$ cat src/hdl/idpc_defines.svh
// constants of the iq data port control block
// assumes inclusion by bare name from package and modules
`ifndef IDPC_DEFINES_SVH
`define IDPC_DEFINES_SVH

// data_port_control field positions
`define IDPC_BIT_READ_EFF_FTW   16
`define IDPC_FLD_PRESCALE_HI    15
`define IDPC_FLD_PRESCALE_LO    14
`define IDPC_BIT_HALF_RATE      13
`define IDPC_BIT_OFFSET_BIN     12
`define IDPC_BIT_CLK_ENABLE     11
`define IDPC_BIT_CLK_INVERT     10
`define IDPC_BIT_GATE_INVERT    9
`define IDPC_BIT_Q_FIRST        8
`define IDPC_BIT_HOLD_LAST      6
`define IDPC_BIT_SYNC_VAL_DIS   5

// implemented bits 16:8, 6:5; all others read zero
`define IDPC_CTRL_MASK          32'h0001_ff60
`define IDPC_CTRL_RESET         32'h0000_0820

// primary_mode_control mode field codes
`define IDPC_MODE_QUADRATURE    2'h0
`define IDPC_MODE_SINGLE_TONE   2'h1

// update timer prescale codes
`define IDPC_DIV_1              2'h0
`define IDPC_DIV_2              2'h1
`define IDPC_DIV_4              2'h2
`define IDPC_DIV_8              2'h3

`define IDPC_WORD_W             18
`define IDPC_BUF_DEPTH          2

`endif

$ cat src/hdl/idpc_pkg.sv
// types shared by the iq data port control block
// assumes idpc_defines.svh is on the include path
`include "idpc_defines.svh"

package idpc_pkg;

	typedef logic [`IDPC_WORD_W-1:0] idpc_word_t;

	typedef enum logic [1:0] {
		SLOT_FIRST  = 2'b00,
		SLOT_SECOND = 2'b01,
		SLOT_STALL  = 2'b10
	} idpc_slot_t;

endpackage

$ cat src/hdl/idpc_stream_if.sv
// i/q pair stream between assembler and buffer
// assumes a single clock shared by both ends
`timescale 1ns/100ps
`default_nettype none

interface idpc_stream_if;
	import idpc_pkg::*;

	logic       valid;
	logic       ready;
	idpc_word_t iWord;
	idpc_word_t qWord;

	modport src (output valid, output iWord, output qWord, input ready);
	modport snk (input valid, input iWord, input qWord, output ready);
endinterface

`default_nettype wire

$ cat src/hdl/idpc_pair_buffer.sv
// two-entry i/q pair buffer, flip-flop storage
// assumes clk_sys domain only; valid comes straight from a flop, ready is decoded from count_r
`timescale 1ns/100ps
`default_nettype none
`include "idpc_defines.svh"

module idpc_pair_buffer
	import idpc_pkg::*;
(
	input  wire logic   clk_sys,  // system clock
	input  wire logic   rst,      // async reset, high
	idpc_stream_if.snk  fill,     // from assembler
	idpc_stream_if.src  drain     // toward baseband path
);

	idpc_word_t memI_r [`IDPC_BUF_DEPTH];
	idpc_word_t memQ_r [`IDPC_BUF_DEPTH];
	idpc_word_t memI_nxt [`IDPC_BUF_DEPTH];
	idpc_word_t memQ_nxt [`IDPC_BUF_DEPTH];
	logic       wrIdx_r, wrIdx_nxt;
	logic       rdIdx_r, rdIdx_nxt;
	logic [1:0] count_r, count_nxt;
	logic       push;
	logic       pop;
	// head kept in its own flops so the drain outputs leave from flops
	logic       headValid_r, headValid_nxt;
	idpc_word_t headI_r, headI_nxt;
	idpc_word_t headQ_r, headQ_nxt;

	assign fill.ready  = (count_r != 2'h2);
	assign drain.valid = headValid_r;
	assign drain.iWord = headI_r;
	assign drain.qWord = headQ_r;

	always_comb begin
		push      = fill.valid && (count_r != 2'h2);
		pop       = drain.ready && (count_r != 2'h0);
		memI_nxt  = memI_r;
		memQ_nxt  = memQ_r;
		wrIdx_nxt = wrIdx_r;
		rdIdx_nxt = rdIdx_r;
		count_nxt = count_r;
		if (push) begin
			memI_nxt[wrIdx_r] = fill.iWord;
			memQ_nxt[wrIdx_r] = fill.qWord;
			wrIdx_nxt         = ~wrIdx_r;
		end
		if (pop) begin
			rdIdx_nxt = ~rdIdx_r;
		end
		case ({push, pop})
			2'b10:   count_nxt = count_r + 2'h1;
			2'b01:   count_nxt = count_r - 2'h1;
			default: count_nxt = count_r;
		endcase
		headValid_nxt = (count_nxt != 2'h0);
		headI_nxt     = memI_nxt[rdIdx_nxt];
		headQ_nxt     = memQ_nxt[rdIdx_nxt];
	end

	always_ff @(posedge clk_sys or posedge rst) begin
		if (rst) begin
			for (int k = 0; k < `IDPC_BUF_DEPTH; k++) begin
				memI_r[k] <= '0;
				memQ_r[k] <= '0;
			end
			wrIdx_r <= 1'b0;
			rdIdx_r <= 1'b0;
			count_r <= 2'h0;
			headValid_r <= 1'b0;
			headI_r     <= '0;
			headQ_r     <= '0;
		end else begin
			memI_r  <= memI_nxt;
			memQ_r  <= memQ_nxt;
			wrIdx_r <= wrIdx_nxt;
			rdIdx_r <= rdIdx_nxt;
			count_r <= count_nxt;
			headValid_r <= headValid_nxt;
			headI_r     <= headI_nxt;
			headQ_r     <= headQ_nxt;
		end
	end

endmodule

`default_nettype wire

$ cat src/hdl/iq_data_port_control.sv
// data port control register, parallel i/q data assembler,
// sample pair clock, update prescaler and sync timing checker
// assumes: clk_sys is the word clock; source samples pins on clk_sys
//
// What this block does
// - bit 16 set makes a tuning word read return the effective word.
// - bits 15:14 prescale the update timer clock by 1, 2, 4 or 8.
// - bit 13 runs the sample pair clock at half rate in parallel quad mode.
// - bit 12 reads input words as two's complement (0) or offset binary.
// - bit 11 clear holds the clock pin low while the assembler keeps time.
// - bit 10 inverts the clock level that marks a Q word (high = Q).
// - bit 9 inverts the transmit gate so that low means transmit.
// - bit 8 selects Q first instead of I first within a pair.
// - with the gate off, input is ignored and zeros or the last pair fill.
// - bit 5 clear lets the sync checker latch a possible violation.
// - bit 5 set resets the sync checker and forces its output to 0.
// - reset leaves bits 11 and 5 set and every other bit clear.
// - mode code 00b is quadrature modulation, which uses the data port.
// - mode code 01b is single tone, which leaves the i/q path unused.
// - serial mode bit clear means all 18 pins form the parallel port.
// - internal update on lets the update timer tick; off idles the timer.
`timescale 1ns/100ps
`default_nettype none
`include "idpc_defines.svh"

module iq_data_port_control
	import idpc_pkg::*;
(
	input  wire logic        clk_sys,              // system clock, 10 MHz
	input  wire logic        rst,                  // async reset, high
	input  wire logic        ctrlWrite,            // register write strobe
	input  wire logic [31:0] ctrlWriteData,        // register write data
	output logic      [31:0] ctrlReadData_r,       // register readback
	input  wire logic [31:0] ftwStored,            // tuning word as stored
	input  wire logic [31:0] ftwEffective,         // word at accumulator
	output logic      [31:0] ftwReadback_r,        // tuning word readback
	input  wire logic [1:0]  primaryMode,          // primary mode field
	input  wire logic        serialPortMode,       // serial data port on
	input  wire logic        internalUpdate,       // internal update on
	input  wire logic        transmitGate,         // transmit gate pin
	input  wire idpc_word_t  dataIn,               // parallel data pins
	output logic             samplePairClock_r,    // sample pair clock pin
	output logic             updateTimerTick_r,    // prescaled timer tick
	input  wire logic        syncViolation,        // sampled margin fault
	output logic             syncTimingError_r,    // sync error pin
	output logic             iqValid_r,            // pair available
	input  wire logic        iqReady,              // baseband takes pair
	output idpc_word_t       iOut_r,               // I word, two's compl.
	output idpc_word_t       qOut_r                // Q word, two's compl.
);

	// offset binary differs from two's complement only in the sign bit
	function automatic idpc_word_t toTwos(input idpc_word_t w,
		input logic offsetBin);
		toTwos = offsetBin ? {~w[`IDPC_WORD_W-1], w[`IDPC_WORD_W-2:0]} : w;
	endfunction

	////////////////////////////////////////////////////////////////////
	// control register

	logic [31:0] ctrl_r, ctrl_nxt;
	logic        readEffFtw, halfRate, offsetBin, clkEnable, clkInvert;
	logic        gateInvert, qFirst, holdLast, syncValDis;
	logic [1:0]  prescale;

	assign readEffFtw = ctrl_r[`IDPC_BIT_READ_EFF_FTW];
	assign prescale   = ctrl_r[`IDPC_FLD_PRESCALE_HI:`IDPC_FLD_PRESCALE_LO];
	assign halfRate   = ctrl_r[`IDPC_BIT_HALF_RATE];
	assign offsetBin  = ctrl_r[`IDPC_BIT_OFFSET_BIN];
	assign clkEnable  = ctrl_r[`IDPC_BIT_CLK_ENABLE];
	assign clkInvert  = ctrl_r[`IDPC_BIT_CLK_INVERT];
	assign gateInvert = ctrl_r[`IDPC_BIT_GATE_INVERT];
	assign qFirst     = ctrl_r[`IDPC_BIT_Q_FIRST];
	assign holdLast   = ctrl_r[`IDPC_BIT_HOLD_LAST];
	assign syncValDis = ctrl_r[`IDPC_BIT_SYNC_VAL_DIS];

	always_comb begin
		ctrl_nxt = ctrl_r;
		if (ctrlWrite) begin
			ctrl_nxt = ctrlWriteData & `IDPC_CTRL_MASK;
		end
	end

	always_ff @(posedge clk_sys or posedge rst) begin
		if (rst) begin
			ctrl_r <= `IDPC_CTRL_RESET;
		end else begin
			ctrl_r <= ctrl_nxt;
		end
	end

	////////////////////////////////////////////////////////////////////
	// readback

	logic [31:0] ftwRead_nxt;

	always_comb begin
		ftwRead_nxt = readEffFtw ? ftwEffective : ftwStored;
	end

	always_ff @(posedge clk_sys or posedge rst) begin
		if (rst) begin
			ctrlReadData_r <= `IDPC_CTRL_RESET;
			ftwReadback_r  <= 32'h0000_0000;
		end else begin
			ctrlReadData_r <= ctrl_nxt;
			ftwReadback_r  <= ftwRead_nxt;
		end
	end

	////////////////////////////////////////////////////////////////////
	// update timer prescaler

	logic [2:0] preCnt_r, preCnt_nxt;
	logic [2:0] preLast;
	logic       tick_nxt;

	always_comb begin
		case (prescale)
			`IDPC_DIV_1: preLast = 3'h0;
			`IDPC_DIV_2: preLast = 3'h1;
			`IDPC_DIV_4: preLast = 3'h3;
			`IDPC_DIV_8: preLast = 3'h7;
			default:     preLast = 3'h0;
		endcase
		preCnt_nxt = 3'h0;
		tick_nxt   = 1'b0;
		// timer idles unless internal updates are selected
		if (internalUpdate) begin
			if (preCnt_r >= preLast) begin
				tick_nxt = 1'b1;
			end else begin
				preCnt_nxt = preCnt_r + 3'h1;
			end
		end
	end

	always_ff @(posedge clk_sys or posedge rst) begin
		if (rst) begin
			preCnt_r          <= 3'h0;
			updateTimerTick_r <= 1'b0;
		end else begin
			preCnt_r          <= preCnt_nxt;
			updateTimerTick_r <= tick_nxt;
		end
	end

	////////////////////////////////////////////////////////////////////
	// sync timing checker

	logic syncErr_nxt;

	always_comb begin
		if (syncValDis) begin
			syncErr_nxt = 1'b0;
		end else begin
			// latched: only the disable bit or reset clears it
			syncErr_nxt = syncTimingError_r | syncViolation;
		end
	end

	always_ff @(posedge clk_sys or posedge rst) begin
		if (rst) begin
			syncTimingError_r <= 1'b0;
		end else begin
			syncTimingError_r <= syncErr_nxt;
		end
	end

	////////////////////////////////////////////////////////////////////
	// data assembler and sample pair clock

	idpc_stream_if asmIf ();
	idpc_stream_if outIf ();

	idpc_slot_t slot_r, slot_nxt;
	idpc_word_t first_r, first_nxt;
	idpc_word_t pairI_r, pairI_nxt;
	idpc_word_t pairQ_r, pairQ_nxt;
	idpc_word_t lastI_r, lastI_nxt;
	idpc_word_t lastQ_r, lastQ_nxt;
	logic       pairTgl_r, pairTgl_nxt;
	logic       clk_nxt;
	logic       quadPort;
	logic       txActive;
	logic       nxtIsQ;
	logic       level;
	idpc_word_t conv;

	// parallel port only in quadrature mode; single tone leaves it idle
	assign quadPort = (primaryMode == `IDPC_MODE_QUADRATURE)
		&& !serialPortMode;
	assign txActive = transmitGate ^ gateInvert;

	assign asmIf.valid = (slot_r == SLOT_STALL);
	assign asmIf.iWord = pairI_r;
	assign asmIf.qWord = pairQ_r;

	always_comb begin
		slot_nxt    = slot_r;
		first_nxt   = first_r;
		pairI_nxt   = pairI_r;
		pairQ_nxt   = pairQ_r;
		lastI_nxt   = lastI_r;
		lastQ_nxt   = lastQ_r;
		pairTgl_nxt = pairTgl_r;
		conv        = toTwos(dataIn, offsetBin);
		case (slot_r)
			SLOT_FIRST: begin
				if (quadPort) begin
					first_nxt = conv;
					slot_nxt  = SLOT_SECOND;
				end
			end
			SLOT_SECOND: begin
				// pair order on the pins
				pairI_nxt = qFirst ? conv : first_r;
				pairQ_nxt = qFirst ? first_r : conv;
				if (!txActive) begin
					pairI_nxt = holdLast ? lastI_r : '0;
					pairQ_nxt = holdLast ? lastQ_r : '0;
				end
				lastI_nxt   = pairI_nxt;
				lastQ_nxt   = pairQ_nxt;
				pairTgl_nxt = ~pairTgl_r;
				slot_nxt    = SLOT_STALL;
			end
			SLOT_STALL: begin
				// clock freezes here, so a full buffer holds off the source
				if (asmIf.ready) begin
					slot_nxt = SLOT_FIRST;
				end
			end
			default: slot_nxt = SLOT_FIRST;
		endcase
		if (!quadPort && slot_nxt == SLOT_SECOND) begin
			slot_nxt = SLOT_FIRST;
		end
		// at full rate, level announces the word of the coming slot
		nxtIsQ = (slot_nxt == SLOT_SECOND) ? !qFirst : qFirst;
		level  = halfRate ? pairTgl_nxt : nxtIsQ;
		level  = level ^ clkInvert;
		if (slot_nxt == SLOT_STALL || !quadPort) begin
			level = samplePairClock_r;
		end
		clk_nxt = clkEnable ? level : 1'b0;
	end

	always_ff @(posedge clk_sys or posedge rst) begin
		if (rst) begin
			slot_r            <= SLOT_FIRST;
			first_r           <= '0;
			pairI_r           <= '0;
			pairQ_r           <= '0;
			lastI_r           <= '0;
			lastQ_r           <= '0;
			pairTgl_r         <= 1'b0;
			samplePairClock_r <= 1'b0;
		end else begin
			slot_r            <= slot_nxt;
			first_r           <= first_nxt;
			pairI_r           <= pairI_nxt;
			pairQ_r           <= pairQ_nxt;
			lastI_r           <= lastI_nxt;
			lastQ_r           <= lastQ_nxt;
			pairTgl_r         <= pairTgl_nxt;
			samplePairClock_r <= clk_nxt;
		end
	end

	////////////////////////////////////////////////////////////////////
	// pair buffer toward the baseband path

	idpc_pair_buffer idpc_pair_buffer_i (
		.clk_sys (clk_sys),
		.rst     (rst),
		.fill    (asmIf.snk),
		.drain   (outIf.src)
	);

	assign outIf.ready = iqReady;
	assign iqValid_r   = outIf.valid;
	assign iOut_r      = outIf.iWord;
	assign qOut_r      = outIf.qWord;

endmodule

`default_nettype wire

$ cat config.mk
export PLATFORM = sky130hd
export DESIGN_NAME = iq_data_port_control
export DESIGN_NICKNAME = d
export VERILOG_FILES = /design/src/hdl/idpc_pkg.sv /design/src/hdl/idpc_stream_if.sv /design/src/hdl/idpc_pair_buffer.sv /design/src/hdl/iq_data_port_control.sv
export VERILOG_INCLUDE_DIRS = /design/src /design/src/hdl
export SDC_FILE = /design/constraint.sdc
export NUM_CORES = 1
export LEC_CHECK = 0
export ABC_CLOCK_PERIOD_IN_PS = 14700
export CAP_MARGIN = 20
export CELL_PAD_IN_SITES_DETAIL_PLACEMENT = 0
export CELL_PAD_IN_SITES_GLOBAL_PLACEMENT = 1
export CORE_MARGIN = 2
export CORE_UTILIZATION = 40
export DETAILED_ROUTE_END_ITERATION = 10
export DONT_BUFFER_PORTS = 1
export GPL_TIMING_DRIVEN = 0
export PLACE_DENSITY_LB_ADDON = 0.05
export REMOVE_ABC_BUFFERS = 1
export SLEW_MARGIN = 20
export SYNTH_ARGS = -nofsm -noshare
export SYNTH_HDL_FRONTEND = slang
export SYNTH_SLANG_ARGS = --single-unit
$ cat constraint.sdc
create_clock -name clk_sys -period 14.7 [get_ports clk_sys]
set_clock_uncertainty 0.15 [all_clocks]
set_input_delay 1.47 -clock clk_sys [delete_from_list [all_inputs] [get_ports clk_sys]]
set_output_delay 1.47 -clock clk_sys [all_outputs]
set_load 0.02 [all_outputs]
==> flow_metrics.py <==
metrics = {
    "clocking": {
        "cts_root_buf": "clkbuf_16",
        "htreeDepth": 1,
        "postCtsSetupRepairBufs": 0,
        "cts_tree": "done",
        "clock_latency_ps": 520,
        "clkTransAtPathRegs_ps": 60,
        "cts_resized": 0,
        "clk_path_buf_depth": 3,
        "cts_buffers": 25,
        "cts_hold_buf": 0,
        "cts.sinks": 219,
    },
    "hold_path": {
        "hp-start": "preCnt_r[0]$_DFF_PP0_",
        "hp-class": "reg2reg",
    },
    "detailed_routing": {
        "antenna_left": 0,
        "via_per_inst": 5.53,
        "routed_wirelength_um": 23800,
        "wl_per_cell_um": 20.8,
        "drtPass1Iterations": 4,
        "vias": 6338,
        "drtIter0Drc": 330,
        "drcViolationCount": 0,
    },
    "floorplanning": {
        "floorplan.initialDensity_pct": 40.6,
        "rows": 57,
        "io_pins": 228,
        "die_width_um": 161,
        "die_h_um": 161,
        "core-area_um2": 24200,
        "die_area_um2": 25800,
    },
    "timing": {
        "slew_viol_final": 0,
        "fmax_ghz": 0.326,
        "slew_headroom_pct": 33.7,
        "period_minus_slack_ps": 3060,
        "rsz0062_at_grt": "no",
        "hold_viol": 0,
        "hold-worst-slack_ps": 310,
        "tightest_slew_ps": 991,
        "post-route-period-util_pct": 20.8,
        "final-setup-viol-count": 0,
        "tns_ps": 0,
    },
    "worst_setup_path": {
        "crit_slowest_cell": "nand2_2",
        "crit_path_start": "iqReady",
        "critPathKind": "in2reg",
        "start_kind": "primary input",
        "worst_ep_arrival_time_ps": 3260,
        "end_kind": "register",
        "cp.buffers_inverters": 0,
        "critPathRequiredTime_ps": 14900,
        "crit-reg2reg-launch": "slot_r[0]$_DFF_PP0_",
        "r2r_slack_ps": 11710,
        "cp_top_family": "simple AND/OR/NAND/NOR gates",
        "critPathMaxFanout": 35,
        "slowest_delay_ps": 650,
        "cp_cell_sequence": "o21ai_2 -> xor2_4 -> nand2_2 -> o2111ai_1 -> nand3_1",
    },
    "final_layout": {
        "postLayoutCoreUtil_pct": 45.6,
        "final_common_cell": "dfrtp_1",
        "seq_area_um2": 5490,
        "antenna_cells": 0,
        "fillers": 2178,
        "mostFrequentLayoutCells": "dfrtp_1, nand3_1, mux2_1",
        "multi_input_area_um2": 3960,
        "drive_gt1_share_pct": 13.5,
        "layout.nets": 933,
        "areaGrowthSynthToFinish_pct": 12.3,
    },
    "power": {
        "power_per_cell_area_nw_per_um2": 213,
        "p_leak_nw": 5.01,
        "peakVddDrop_mv": 0.0889,
    },
    "logic_synthesis": {
        "synth_cells": 823,
        "synth_area_um2": 9810,
        "synth.distinct_cells": 43,
        "ys_warn_count": 0,
        "synth_area_per_cell_um2": 11.9,
        "ys_seq_area_share_pct": 55.9,
        "synth-seq-cells": 219,
    },
    "grt": {
        "track_usage_pct": 18.5,
        "grt_max_degree": 105,
        "grt_pass1_wl_um": 37600,
        "grt_pass1_vias": 6752,
        "grt_overflow": 0,
        "antenna_found_initial": 0,
    },
    "placed_design": {
        "gp_congestion": 0.710,
        "io_buffer_count": 0,
        "place_hpwl_um": 14500,
    },
    "outcome": {
        "outcome": "completed",
    },
    "flow_run": {
        "cap_viol_max_count": 0,
    },
}
## synth_stat cells (all sizes together)
cell | n | share of area, %
nor3 | 2 | 0.10
and3 | 1 | 0.064
or3 | 36 | 2.3
xnor2 | 7 | 0.62
mux2i | 34 | 3.5
conb | 1 | 0.038
ha | 5 | 0.64
buf | 50 | 3.4
nand2 | 49 | 2.0
dfstp | 2 | 0.54
mux2 | 129 | 15
nor2 | 11 | 0.52
o311a | 1 | 0.10
o32ai | 1 | 0.089
o211ai | 1 | 0.077
or4 | 1 | 0.077
xor2 | 4 | 0.36
a21o | 1 | 0.077
o31ai | 2 | 0.15
or2 | 2 | 0.13
o21bai | 1 | 0.077
nand3 | 107 | 5.5
o21ai | 40 | 2.1
nor2b | 3 | 0.27
inv | 7 | 0.27
a21oi | 4 | 0.20
dfrtp | 217 | 55
clkbuf | 30 | 1.1
o2111ai | 35 | 3.1
nand2b | 39 | 2.5
## per-layer routing
metal / GRT usage, % / wire length (um)
met5: 0 / 0
met3: 4.52 / 1560
met1: 23.8 / 10200
met4: 5.73 / 692
met2: 30.9 / 11400
## registers in the layout, summed over array words and instances, names as in the netlist, 2 cells and up
signal / count
idpc_pair_buffer_i.memI_r: 36
idpc_pair_buffer_i.memQ_r: 36
ftwReadback_r: 32
first_r: 18
idpc_pair_buffer_i.drain.iWord: 18
idpc_pair_buffer_i.drain.qWord: 18
lastI_r: 18
lastQ_r: 18
ctrlReadData_r: 11
preCnt_r: 3
idpc_pair_buffer_i.count_r: 2
slot_r: 2
## where the power goes
| group | switching (W) | internal [W] |
|---|---|---|
| clock | 0.000250 | 0.000365 |
| sequential | 0.000230 | 0.000818 |
| combinational | 0.000379 | 0.000306 |
| total | 0.000859 | 0.00149 |
## kinds of logic after synthesis
kind of cell / Yosys count / synth area share [%]
flops: 219 / 55.9
compound gates: 86 / 5.98
buf+inv: 87 / 4.82
mux: 163 / 18.3
other cells: 1 / 0.0382
xor+xnor: 11 / 0.982
fa+ha+maj: 5 / 0.638
simple gates: 251 / 13.4
## per-stage QoR
step	std cells	total power [W]	setup WS, ps	cell area (um2)
after CTS	1146	0.00238	11190	11000
after global routing	1147	0.00251	11490	11000
final	1147	0.00235	11640	11000
after floorplan	763	0.00149	7090	9440
after detailed placement	1100	0.00175	11050	10200
after global placement	1087	0.00167	4790	9840
## path summary, 6_finish.rpt
path / to / depth (start not counted)
setup / recovery: idpc_pair_buffer_i.drain.iWord[1]$_DFF_PP0_ / 5
hold / removal: preCnt_r[0]$_DFF_PP0_ / 1
setup reg to reg: idpc_pair_buffer_i.memI_r[23]$_DFF_PP0_ / 7
hold reg to reg: preCnt_r[0]$_DFF_PP0_ / 1
max in group asynchronous: idpc_pair_buffer_i.wrIdx_r$_DFFE_PP0P_ / 3
min in group asynchronous: updateTimerTick_r$_DFF_PP0_ / 1
## area by class of cell
cell class,count,share of cell area (%)
Clock inverter,12,1.14
Timing Repair Buffer,14,2.74
Inverter,7,0.329
Multi-Input combinational cell,537,36.0
Tap cell,324,3.68
Sequential cell,219,49.9
Clock buffer,34,6.26
Power figures use the tool's default switching activity.
